## config.mk

```make
export PLATFORM = sky130hd
export DESIGN_NAME = tmms_top
export DESIGN_NICKNAME = d
export VERILOG_FILES = /design/src/pkg/tmms_pkg.sv /design/src/pkg/tmms_stat_if.sv /design/src/design/tmms_avg.sv /design/src/design/tmms_peak.sv /design/src/design/tmms_top.sv
export SDC_FILE = /design/constraint.sdc
export NUM_CORES = 1
export LEC_CHECK = 0
export BUFFER_PORTS_ARGS = -buffer_cell sky130_fd_sc_hd__buf_2
export CELL_PAD_IN_SITES_DETAIL_PLACEMENT = 0
export CELL_PAD_IN_SITES_GLOBAL_PLACEMENT = 1
export CORE_MARGIN = 10
export CORE_UTILIZATION = 49
export CTS_CLUSTER_DIAMETER = 150
export DETAILED_ROUTE_END_ITERATION = 16
export PLACE_DENSITY_LB_ADDON = 0.1
export SYNTH_ARGS = -nofsm -noshare
export SYNTH_HDL_FRONTEND = slang
export SYNTH_SLANG_ARGS = --single-unit
```

## constraint.sdc

```tcl
create_clock -name core_clk -period 7 [get_ports core_clk]
set_input_delay 1.4 -clock core_clk [delete_from_list [all_inputs] [get_ports core_clk]]
set_output_delay 1.4 -clock core_clk [all_outputs]
set_load 0.01 [all_outputs]
```

## src/pkg/tmms_pkg.sv

```systemverilog
// constants, types and helpers shared by the telemetry statistics block
package tmms_pkg;

	localparam int unsigned DW = 10;
	localparam int unsigned SHW = 3;
	localparam int unsigned ACW = DW + 7;
	localparam int unsigned NCH = 4;

	localparam logic [7:0] CMD_VIN_MIN = 8'hD1;
	localparam logic [7:0] CMD_VIN_MAX = 8'hD2;
	localparam logic [7:0] CMD_IIN_MAX = 8'hD4;
	localparam logic [7:0] CMD_TEMP_AVG = 8'hD6;
	localparam logic [7:0] CMD_VOUT_MIN = 8'hDA;
	localparam logic [7:0] CMD_VIN_AVG = 8'hDC;
	localparam logic [7:0] CMD_VOUT_AVG = 8'hDD;
	localparam logic [7:0] CMD_IIN_AVG = 8'hDE;
	localparam logic [7:0] CMD_STAT_CTRL = 8'hD3;
	localparam logic [7:0] CMD_ADC_CFG2 = 8'hE0;

	localparam int unsigned CTL_CNT_LSB = 0;
	localparam int unsigned CTL_MIN_CLR = 5;
	localparam int unsigned CTL_AVG_CLR = 6;
	localparam int unsigned CTL_PK_CLR = 7;
	localparam int unsigned CFG2_AUX_SEL = 7;

	localparam logic [DW-1:0] CODE_ZERO = 10'h000;
	localparam logic [DW-1:0] CODE_MAX = 10'h3FF;
	localparam logic [SHW-1:0] CNT_RST = 3'h0;
	localparam logic [7:0] CFG2_RST = 8'h00;
	localparam logic [7:0] BYTE_NONE = 8'hFF;
	localparam logic [15:0] WORD_ZERO = 16'h0000;

	// channel slots of the averagers
	localparam int unsigned AV_VIN = 0;
	localparam int unsigned AV_VOUT = 1;
	localparam int unsigned AV_IIN = 2;
	localparam int unsigned AV_TMP = 3;
	// channel slots of the extreme trackers
	localparam int unsigned PK_VIN_MIN = 0;
	localparam int unsigned PK_VIN_MAX = 1;
	localparam int unsigned PK_VOUT_MIN = 2;
	localparam int unsigned PK_IIN_MAX = 3;

	typedef enum logic [2:0] {
		ST_IDLE = 3'b001,
		ST_CMD  = 3'b010,
		ST_RDHI = 3'b100
	} tmms_state_t;

	function automatic logic [DW-1:0] sat_code(input logic [ACW-1:0] v);
		return (v > ACW'(CODE_MAX)) ? CODE_MAX : v[DW-1:0];
	endfunction

	function automatic logic [15:0] word_of(input logic [DW-1:0] c);
		return {6'h00, c};
	endfunction

endpackage

```

## src/pkg/tmms_stat_if.sv

```systemverilog
// one statistics channel: sample feed, clear and shift in, result out
`timescale 1ns/1ps
`default_nettype none
interface tmms_stat_if #(
	parameter int unsigned DW  = tmms_pkg::DW,
	parameter int unsigned SHW = tmms_pkg::SHW
) ();
	logic           vld;
	logic           clr;
	logic [SHW-1:0] shift;
	logic [DW-1:0]  sample;
	logic [DW-1:0]  result;

	modport ctl (output vld, output clr, output shift, output sample, input result);
	modport avg (input vld, input clr, input shift, input sample, output result);
	modport pk  (input vld, input clr, input sample, output result);
endinterface
`default_nettype wire

```

## src/design/tmms_avg.sv

```systemverilog
// running average of one channel, refreshed on every sample except one that lands with a clear
`timescale 1ns/1ps
`default_nettype none
module tmms_avg (
	input  wire logic core_clk,
	input  wire logic resetn,
	tmms_stat_if.avg  st
);
	logic [tmms_pkg::ACW-1:0] acc_r;
	logic [tmms_pkg::ACW-1:0] acc_nxt;
	logic [tmms_pkg::DW-1:0]  res_r;

	// acc holds average scaled by 2^shift; a shift change mid-run settles over a few blocks
	assign acc_nxt = tmms_pkg::ACW'(acc_r - (acc_r >> st.shift) + tmms_pkg::ACW'(st.sample));
	assign st.result = res_r;

	always_ff @(posedge core_clk or negedge resetn) begin
		if (!resetn) begin
			acc_r <= '0;
			res_r <= tmms_pkg::CODE_ZERO;
		end else if (st.clr) begin
			acc_r <= '0;
			res_r <= tmms_pkg::CODE_ZERO;
		end else if (st.vld) begin
			acc_r <= acc_nxt;
			res_r <= tmms_pkg::sat_code(acc_nxt >> st.shift);
		end
	end

	avg_track_a: assert property (@(posedge core_clk) disable iff (!resetn)
		st.vld && !st.clr && st.shift == 3'h0 |=> st.result == $past(st.sample))
		else $error("average did not follow sample at unit count");
	avg_hold_a: assert property (@(posedge core_clk) disable iff (!resetn)
		!st.vld && !st.clr |=> $stable(st.result))
		else $error("average moved without a sample");
	avg_long_c: cover property (@(posedge core_clk) disable iff (!resetn)
		st.vld && st.shift == 3'h7);
endmodule
`default_nettype wire

```

## src/design/tmms_peak.sv

```systemverilog
// lowest or highest sample seen since reset or last clear
`timescale 1ns/1ps
`default_nettype none
module tmms_peak #(
	parameter bit IS_MAX = 1'b1
) (
	input  wire logic core_clk,
	input  wire logic resetn,
	tmms_stat_if.pk   st
);
	localparam logic [tmms_pkg::DW-1:0] INIT = IS_MAX ? tmms_pkg::CODE_ZERO : tmms_pkg::CODE_MAX;
	logic [tmms_pkg::DW-1:0] res_r;
	logic                    better;

	assign better = IS_MAX ? (st.sample > res_r) : (st.sample < res_r);
	assign st.result = res_r;

	// a sample landing with the clear is kept so no extreme is lost
	always_ff @(posedge core_clk or negedge resetn) begin
		if (!resetn) begin
			res_r <= INIT;
		end else if (st.vld && (st.clr || better)) begin
			res_r <= st.sample;
		end else if (st.clr) begin
			res_r <= INIT;
		end
	end

	peak_mono_a: assert property (@(posedge core_clk) disable iff (!resetn)
		!st.clr |=> (IS_MAX ? st.result >= $past(st.result) : st.result <= $past(st.result)))
		else $error("extreme moved the wrong way");
	peak_take_a: assert property (@(posedge core_clk) disable iff (!resetn)
		st.vld && st.clr |=> st.result == $past(st.sample))
		else $error("sample lost at clear");
endmodule
`default_nettype wire

```

## src/design/tmms_top.sv

```systemverilog
// telemetry statistics: averages, minima and maxima read as words
`timescale 1ns/1ps
`default_nettype none
module tmms_top (
	input  wire logic                    core_clk,
	input  wire logic                    resetn,
	input  wire logic                    adc_vld,
	input  wire logic [tmms_pkg::DW-1:0] vin_code,
	input  wire logic [tmms_pkg::DW-1:0] vout_code,
	input  wire logic [tmms_pkg::DW-1:0] iin_code,
	input  wire logic [tmms_pkg::DW-1:0] temp_code,
	input  wire logic [tmms_pkg::DW-1:0] vaux_code,
	input  wire logic                    cmd_vld,
	input  wire logic [7:0]              cmd_code,
	input  wire logic                    wr_vld,
	input  wire logic [7:0]              wr_byte,
	input  wire logic                    rd_req,
	output var  logic [7:0]              rd_byte_r,
	output var  logic                    rd_vld_r,
	output var  logic                    nack_r
);
	localparam int unsigned N = tmms_pkg::NCH;
	localparam logic [N-1:0] PK_IS_MAX = 4'hA;
	localparam logic [N-1:0] PK_ON_MIN = 4'h5;

	tmms_pkg::tmms_state_t state_r;
	tmms_pkg::tmms_state_t state_nxt;

	logic [7:0]              cmd_r;
	logic [15:0]             word_r;
	logic                    known_r;
	logic [tmms_pkg::SHW-1:0] cnt_r;
	logic [7:0]              cfg2_r;
	logic                    clr_avg_r;
	logic                    clr_min_r;
	logic                    clr_pk_r;

	logic [tmms_pkg::DW-1:0] avg_src [N];
	logic [tmms_pkg::DW-1:0] pk_src  [N];
	logic [tmms_pkg::DW-1:0] avg_res [N];
	logic [tmms_pkg::DW-1:0] pk_res  [N];

	wire aux_sel = cfg2_r[tmms_pkg::CFG2_AUX_SEL];

	// sample routing; one averager serves temperature or aux as selected
	assign avg_src[tmms_pkg::AV_VIN]  = vin_code;
	assign avg_src[tmms_pkg::AV_VOUT] = vout_code;
	assign avg_src[tmms_pkg::AV_IIN]  = iin_code;
	assign avg_src[tmms_pkg::AV_TMP]  = aux_sel ? vaux_code : temp_code;
	assign pk_src[tmms_pkg::PK_VIN_MIN]  = vin_code;
	assign pk_src[tmms_pkg::PK_VIN_MAX]  = vin_code;
	assign pk_src[tmms_pkg::PK_VOUT_MIN] = vout_code;
	assign pk_src[tmms_pkg::PK_IIN_MAX]  = iin_code;

	tmms_stat_if avg_if [N] ();
	tmms_stat_if pk_if  [N] ();

	for (genvar i = 0; i < N; i++) begin : g_ch
		assign avg_if[i].vld    = adc_vld;
		assign avg_if[i].clr    = clr_avg_r;
		assign avg_if[i].shift  = cnt_r;
		assign avg_if[i].sample = avg_src[i];
		assign avg_res[i]       = avg_if[i].result;

		assign pk_if[i].vld    = adc_vld;
		assign pk_if[i].clr    = PK_ON_MIN[i] ? clr_min_r : clr_pk_r;
		assign pk_if[i].shift  = cnt_r;
		assign pk_if[i].sample = pk_src[i];
		assign pk_res[i]       = pk_if[i].result;

		tmms_avg u_avg (
			.core_clk (core_clk),
			.resetn   (resetn),
			.st       (avg_if[i])
		);
		tmms_peak #(
			.IS_MAX (PK_IS_MAX[i])
		) u_pk (
			.core_clk (core_clk),
			.resetn   (resetn),
			.st       (pk_if[i])
		);
	end

	// command decode for the read word lookup
	wire c_vin_avg  = cmd_code == tmms_pkg::CMD_VIN_AVG;
	wire c_vout_avg = cmd_code == tmms_pkg::CMD_VOUT_AVG;
	wire c_iin_avg  = cmd_code == tmms_pkg::CMD_IIN_AVG;
	wire c_tmp_avg  = cmd_code == tmms_pkg::CMD_TEMP_AVG;
	wire c_vin_min  = cmd_code == tmms_pkg::CMD_VIN_MIN;
	wire c_vin_max  = cmd_code == tmms_pkg::CMD_VIN_MAX;
	wire c_vout_min = cmd_code == tmms_pkg::CMD_VOUT_MIN;
	wire c_iin_max  = cmd_code == tmms_pkg::CMD_IIN_MAX;
	wire c_ctl      = cmd_code == tmms_pkg::CMD_STAT_CTRL;
	wire c_cfg2     = cmd_code == tmms_pkg::CMD_ADC_CFG2;

	wire c_known = c_vin_avg | c_vout_avg | c_iin_avg | c_tmp_avg | c_vin_min
		| c_vin_max | c_vout_min | c_iin_max | c_ctl | c_cfg2;

	// clear bits are actions, so they read back as zero
	wire [15:0] word_sel =
		c_vin_avg  ? tmms_pkg::word_of(avg_res[tmms_pkg::AV_VIN]) :
		c_vout_avg ? tmms_pkg::word_of(avg_res[tmms_pkg::AV_VOUT]) :
		c_iin_avg  ? tmms_pkg::word_of(avg_res[tmms_pkg::AV_IIN]) :
		c_tmp_avg  ? tmms_pkg::word_of(avg_res[tmms_pkg::AV_TMP]) :
		c_vin_min  ? tmms_pkg::word_of(pk_res[tmms_pkg::PK_VIN_MIN]) :
		c_vin_max  ? tmms_pkg::word_of(pk_res[tmms_pkg::PK_VIN_MAX]) :
		c_vout_min ? tmms_pkg::word_of(pk_res[tmms_pkg::PK_VOUT_MIN]) :
		c_iin_max  ? tmms_pkg::word_of(pk_res[tmms_pkg::PK_IIN_MAX]) :
		c_ctl      ? {13'h0000, cnt_r} :
		c_cfg2     ? {8'h00, cfg2_r} :
		tmms_pkg::WORD_ZERO;

	wire in_cmd  = state_r == tmms_pkg::ST_CMD;
	wire in_rdhi = state_r == tmms_pkg::ST_RDHI;
	wire rd_lo   = rd_req && !cmd_vld && in_cmd;
	wire rd_hi   = rd_req && !cmd_vld && in_rdhi;
	wire wr_take = wr_vld && !cmd_vld && in_cmd;
	wire wr_ctl  = wr_take && cmd_r == tmms_pkg::CMD_STAT_CTRL;
	wire wr_cfg  = wr_take && cmd_r == tmms_pkg::CMD_ADC_CFG2;

	// a new command code always restarts, as a repeated start does on the bus
	always_comb begin
		state_nxt = state_r;
		if (cmd_vld) begin
			state_nxt = tmms_pkg::ST_CMD;
		end else begin
			case (state_r)
				tmms_pkg::ST_CMD: begin
					if (rd_req) begin
						state_nxt = tmms_pkg::ST_RDHI;
					end else if (wr_vld) begin
						state_nxt = tmms_pkg::ST_IDLE;
					end
				end
				tmms_pkg::ST_RDHI: begin
					if (rd_req) begin
						state_nxt = tmms_pkg::ST_IDLE;
					end
				end
				default: state_nxt = tmms_pkg::ST_IDLE;
			endcase
		end
	end

	always_ff @(posedge core_clk or negedge resetn) begin
		if (!resetn) begin
			state_r <= tmms_pkg::ST_IDLE;
			cmd_r   <= 8'h00;
			word_r  <= tmms_pkg::WORD_ZERO;
			known_r <= 1'b0;
		end else begin
			state_r <= state_nxt;
			if (cmd_vld) begin
				// snapshot keeps both bytes from one sample
				cmd_r   <= cmd_code;
				word_r  <= word_sel;
				known_r <= c_known;
			end
		end
	end

	always_ff @(posedge core_clk or negedge resetn) begin
		if (!resetn) begin
			cnt_r  <= tmms_pkg::CNT_RST;
			cfg2_r <= tmms_pkg::CFG2_RST;
		end else begin
			if (wr_ctl) begin
				cnt_r <= wr_byte[tmms_pkg::CTL_CNT_LSB +: tmms_pkg::SHW];
			end
			if (wr_cfg) begin
				cfg2_r <= wr_byte;
			end
		end
	end

	always_ff @(posedge core_clk or negedge resetn) begin
		if (!resetn) begin
			clr_avg_r <= 1'b0;
			clr_min_r <= 1'b0;
			clr_pk_r  <= 1'b0;
		end else begin
			clr_avg_r <= wr_ctl && wr_byte[tmms_pkg::CTL_AVG_CLR];
			clr_min_r <= wr_ctl && wr_byte[tmms_pkg::CTL_MIN_CLR];
			clr_pk_r  <= wr_ctl && wr_byte[tmms_pkg::CTL_PK_CLR];
		end
	end

	always_ff @(posedge core_clk or negedge resetn) begin
		if (!resetn) begin
			rd_byte_r <= tmms_pkg::BYTE_NONE;
			rd_vld_r  <= 1'b0;
			nack_r    <= 1'b0;
		end else begin
			rd_byte_r <= rd_lo ? word_r[7:0] : (rd_hi ? word_r[15:8] : tmms_pkg::BYTE_NONE);
			rd_vld_r  <= rd_lo || rd_hi;
			nack_r    <= (rd_req && !rd_lo && !rd_hi) || ((rd_lo || rd_hi || wr_take) && !known_r);
		end
	end

	vin_avg_cmd_a: assert property (@(posedge core_clk) disable iff (!resetn)
		cmd_vld && c_vin_avg |=> word_r == tmms_pkg::word_of($past(avg_res[tmms_pkg::AV_VIN])))
		else $error("input voltage average word wrong");
	vout_avg_cmd_a: assert property (@(posedge core_clk) disable iff (!resetn)
		cmd_vld && c_vout_avg |=> word_r == tmms_pkg::word_of($past(avg_res[tmms_pkg::AV_VOUT])))
		else $error("output voltage average word wrong");
	temp_sel_a: assert property (@(posedge core_clk) disable iff (!resetn)
		adc_vld && !clr_avg_r && cnt_r == 3'h0
		|=> avg_res[tmms_pkg::AV_TMP] == ($past(aux_sel) ? $past(vaux_code) : $past(temp_code)))
		else $error("temperature or aux average took wrong channel");
	sel_reset_a: assert property (@(posedge core_clk)
		$rose(resetn) |-> !aux_sel)
		else $error("channel select not low after reset");
	avg_clear_a: assert property (@(posedge core_clk) disable iff (!resetn)
		wr_ctl && wr_byte[tmms_pkg::CTL_AVG_CLR] |-> ##2 avg_res[tmms_pkg::AV_VIN] == tmms_pkg::CODE_ZERO
		&& avg_res[tmms_pkg::AV_IIN] == tmms_pkg::CODE_ZERO)
		else $error("average clear did not zero results");
	min_clear_a: assert property (@(posedge core_clk) disable iff (!resetn)
		wr_ctl && wr_byte[tmms_pkg::CTL_MIN_CLR] ##1 !adc_vld
		|=> pk_res[tmms_pkg::PK_VOUT_MIN] == tmms_pkg::CODE_MAX)
		else $error("minimum clear did not restart tracker");
	lo_first_a: assert property (@(posedge core_clk) disable iff (!resetn)
		cmd_vld ##1 (rd_req && !cmd_vld) |=> rd_vld_r && rd_byte_r == $past(word_r[7:0]))
		else $error("low byte not sent first");
	hi_zero_a: assert property (@(posedge core_clk) disable iff (!resetn)
		rd_hi && known_r && cmd_r != tmms_pkg::CMD_ADC_CFG2 |=> rd_vld_r && rd_byte_r[7:2] == 6'h00)
		else $error("upper result bits not zero");
	iin_avg_cmd_a: assert property (@(posedge core_clk) disable iff (!resetn)
		cmd_vld && c_iin_avg
		|=> word_r == tmms_pkg::word_of($past(avg_res[tmms_pkg::AV_IIN])))
		else $error("input current average word wrong");
	tmp_avg_cmd_a: assert property (@(posedge core_clk) disable iff (!resetn)
		cmd_vld && c_tmp_avg
		|=> word_r == tmms_pkg::word_of($past(avg_res[tmms_pkg::AV_TMP])))
		else $error("temperature or aux average word wrong");
	vin_min_cmd_a: assert property (@(posedge core_clk) disable iff (!resetn)
		cmd_vld && c_vin_min
		|=> word_r == tmms_pkg::word_of($past(pk_res[tmms_pkg::PK_VIN_MIN])))
		else $error("input voltage minimum word wrong");
	vin_max_cmd_a: assert property (@(posedge core_clk) disable iff (!resetn)
		cmd_vld && c_vin_max
		|=> word_r == tmms_pkg::word_of($past(pk_res[tmms_pkg::PK_VIN_MAX])))
		else $error("input voltage maximum word wrong");
	vout_min_cmd_a: assert property (@(posedge core_clk) disable iff (!resetn)
		cmd_vld && c_vout_min
		|=> word_r == tmms_pkg::word_of($past(pk_res[tmms_pkg::PK_VOUT_MIN])))
		else $error("output voltage minimum word wrong");
	iin_max_cmd_a: assert property (@(posedge core_clk) disable iff (!resetn)
		cmd_vld && c_iin_max
		|=> word_r == tmms_pkg::word_of($past(pk_res[tmms_pkg::PK_IIN_MAX])))
		else $error("input current maximum word wrong");
	hi_second_a: assert property (@(posedge core_clk) disable iff (!resetn)
		rd_hi
		|=> rd_vld_r && rd_byte_r == $past(word_r[15:8]))
		else $error("high byte not sent second");
	stray_nack_a: assert property (@(posedge core_clk) disable iff (!resetn)
		rd_req && !rd_lo && !rd_hi
		|=> nack_r && !rd_vld_r)
		else $error("read outside a word not refused");
	cnt_write_a: assert property (@(posedge core_clk) disable iff (!resetn)
		wr_ctl
		|=> cnt_r == $past(wr_byte[tmms_pkg::CTL_CNT_LSB +: tmms_pkg::SHW]))
		else $error("averaging count not taken");
	sel_write_a: assert property (@(posedge core_clk) disable iff (!resetn)
		wr_cfg
		|=> aux_sel == $past(wr_byte[tmms_pkg::CFG2_AUX_SEL]))
		else $error("channel select not taken");
	pk_clear_a: assert property (@(posedge core_clk) disable iff (!resetn)
		wr_ctl && wr_byte[tmms_pkg::CTL_PK_CLR] ##1 !adc_vld
		|=> pk_res[tmms_pkg::PK_IIN_MAX] == tmms_pkg::CODE_ZERO && pk_res[tmms_pkg::PK_VIN_MAX] == tmms_pkg::CODE_ZERO)
		else $error("peak clear did not restart trackers");
	idle_out_a: assert property (@(posedge core_clk) disable iff (!resetn)
		!rd_lo && !rd_hi
		|=> !rd_vld_r && rd_byte_r == tmms_pkg::BYTE_NONE)
		else $error("byte answered without a request");

	word_read_c: cover property (@(posedge core_clk) disable iff (!resetn)
		cmd_vld ##1 rd_lo ##[1:4] rd_hi);
	ctl_write_c: cover property (@(posedge core_clk) disable iff (!resetn)
		wr_ctl && wr_byte[tmms_pkg::CTL_PK_CLR]);
	aux_read_c: cover property (@(posedge core_clk) disable iff (!resetn)
		aux_sel && cmd_vld && c_tmp_avg);
	nack_seen_c: cover property (@(posedge core_clk) disable iff (!resetn)
		nack_r);
endmodule
`default_nettype wire

```

==> impl_metrics.tcl <==
set metrics [dict create \
    fmax_ghz 0.167 \
    area_growth_syn_to_layout_pct 7.19 \
    hold_buffers 0 \
    crit_family "compound AO/OA/AOI/OAI gates" \
    grt_use_total_pct 24.6 \
    synth_edf_count 0 \
    firstDrtPassIters 6 \
    worst-path-buf-inv 3 \
    ant_nets 0 \
    io_pins 82 \
    nets 2392 \
    tritoncts "yes" \
    ys.flop_type "dfrtp_1" \
    grt_pass1_wl_mm 91.9 \
    yosys_warnings 0 \
    num_rows 71 \
    port_buffers 81 \
    hpwl_mm 43.9 \
    grt_pass1_vias 16006 \
    final_common_cell "nor2_1" \
    ctsResizeCount 0 \
    worst_setup_path_end_kind "flip-flop" \
    cp.arrival_ns 6.32 \
    drc 0 \
    ys_types 83 \
    relSlewSlack_pct 37.5 \
    cts-htree-levels 4 \
    ys_ff_latch 194 \
    critPathLaunch "avg_if[0].shift[0]" \
    report.final.setup_viol 0 \
    hold_path.class "reg2reg" \
    synthTopCellsByArea "dfrtp_1 22%, mux2i_1 9.2%, ha_1 8.7%" \
    cp_max_fo 38 \
    cts_root_buf "clkbuf_16" \
    rsz0062_at_grt "false" \
    syn_avg_cell_area_um2 8.68 \
    hold_violations 0 \
    fin_crit_sh_pct 85.6 \
    required_ns 7.33 \
    numClockSinks 194 \
    ys_seq_area_share_pct 26.1 \
    mostFrequentLayoutCells "223 x nor2_1, 173 x mux2i_1, 162 x inv_1, 161 x dfrtp_1, 160 x nand2_1" \
    drtIter0Drc 1419 \
    async_flop_share_pct 100 \
    final.setup_skew_ns 0.0144 \
    period_needed_ns 5.99 \
    path_class "reg2reg" \
    ff2ff_setup_slack_ns 1.01 \
    drv_slew 0 \
    cp-start-kind "flip-flop" \
    layout-drive-gt1-share_pct 12.8 \
    worst_hold_startpoint "known_r" \
    fp.dieH_um 216 \
    synth_top_area_cell "dfrtp_1" \
    gp_congestion 0.894 \
    cp_cell_sequence "clkinv_2 -> buf_4 -> or2_2 -> a21oi_1 -> a21oi_1 -> fa_1 -> inv_1 -> ha_1 -> o21a_1 -> o31a_1 -> o31a_1 -> o21a_1 -> o311ai_1 -> mux2_2 -> o211ai_1 -> nor2_1 -> a31oi_1" \
    status "complete, no violations" \
    wl_per_cell_um 21.7 \
    slowest_delay_ns 0.78 \
    syn_area_um2 18800 \
    dieArea_um2 46500 \
    antenna_found_initial 0 \
    synth_fp_nets 2402 \
    grt_max_degree 111 \
    start_util_pct 49.7 \
    cts_made_buffers 17 \
    yosysTopAreaCellShare_pct 22.0 \
    cp_slowest_cell "dfrtp_4" \
    die_x_um 216 \
    drt-total-wl_mm 58.1 \
    timing.rr.start "avg_if[0].shift[0]" \
    vias 16529 \
    grt.overflow.total 0 \
    max_slew.worst_pin.slew_ns 0.935 \
    syn_inst 2160 \
    cap_violations 0 \
    clock_latency_ns 0.47 \
    clk_pin_slew_ns 0.08 \
    fin_setup_tns_ns 0 \
    core_area_um2 37800 \
    drt-vias-per-instance 6.18 \
    diodes 0 \
    cts_buffer_depth 2 \
    post_cts_buffers 0 \
]
per-stage QoR:
| stage | instances | worst slack (ns) | hold WS [ns] | cell area (µm²) | util (%) |
|---|---|---|---|---|---|
| global route | 2674 | 0.618 | 0.503 | 20100 | 53.2 |
| detailed placement | 2642 | 1.11 | 0.467 | 19500 | 51.7 |
| finish | 2674 | 1.01 | 0.468 | 20100 | 53.2 |
| CTS | 2674 | 1.11 | 0.476 | 20100 | 53.2 |
| floorplan | 2160 | 1.32 | 0.437 | 18800 | - |
| global placement | 2642 | 1.27 | 0.451 | 19500 | 51.7 |
layer usage:
layer  part of all wire, %  track usage, %
met1                    45            33.4
met2                    47            40.3
met3                   5.2            3.57
met4                   2.1            6.17
met5                     0               0
registers in the layout (all words and copies together), names as in the netlist:
signal / cells
g_ch.u_avg.st.result: 40
clr_pk_r: 1
state_r: 3
avg_if.clr: 1
cmd_r: 8
g_ch.u_avg.acc_r: 68
rd_byte_r: 8
avg_if.shift: 3
rd_vld_r: 1
known_r: 1
word_r: 10
clr_min_r: 1
cfg2_r: 8
nack_r: 1
g_ch.u_pk.st.result: 40
path summary, 6_finish.rpt:
kind,to,cells past startpoint
min in group asynchronous,g_ch[1].u_pk.st.result[4],1
worst min-delay path,nack_r,1
worst max register to register,g_ch[1].u_avg.st.result[9],17
worst max-delay path,g_ch[1].u_avg.st.result[9],17
max in group asynchronous,avg_if[0].shift[0],2
worst min register to register,nack_r,1
layout make-up:
type / instances / area, µm²
inverter: 167 / 628
tap: 511 / 639
timing repair buffer: 100 / 597
sequential: 194 / 4910
clock buffer: 22 / 464
clock inverter: 10 / 118
fill: 3515 / 17700
multi-input combinational: 1670 / 12700
cell families after synthesis:
family	count (synthesis)	share of synthesized area, %
xor+xnor	51	2.38
simple gates	582	14.4
buf+inv	296	5.94
compound gates	610	22.1
mux	257	16.2
fa+ha+maj	170	12.9
flops	194	26.1
synth_stat cells (5+ instances only):
cell,count
or3_1,10
nor2b_1,22
ha_1,130
a311oi_1,7
o22ai_1,9
o21ai_0,107
clkbuf_1,97
o21a_1,26
buf_1,30
nand4_1,8
a211o_1,8
nand2_1,160
a21oi_1,158
and3_1,12
mux4_2,31
xor2_1,19
a222oi_1,9
nand3_1,27
fa_1,40
nand2b_1,32
dfstp_2,29
o31ai_1,8
o211ai_1,18
mux2i_1,173
o22a_1,23
and4_1,5
o2111ai_1,6
mux2_2,52
or2_2,11
a2111oi_0,8
a221oi_1,8
inv_1,163
a211oi_1,63
o221ai_1,22
and2_1,16
nor2_1,223
a21o_1,41
nor3b_1,9
a41oi_1,5
xnor2_1,32
a31oi_1,24
dfrtp_1,165
o211a_1,6
nor3_1,26
Power is not shown: default switching activity piles up to over one toggle a cycle in this logic, so the estimate is an artifact.
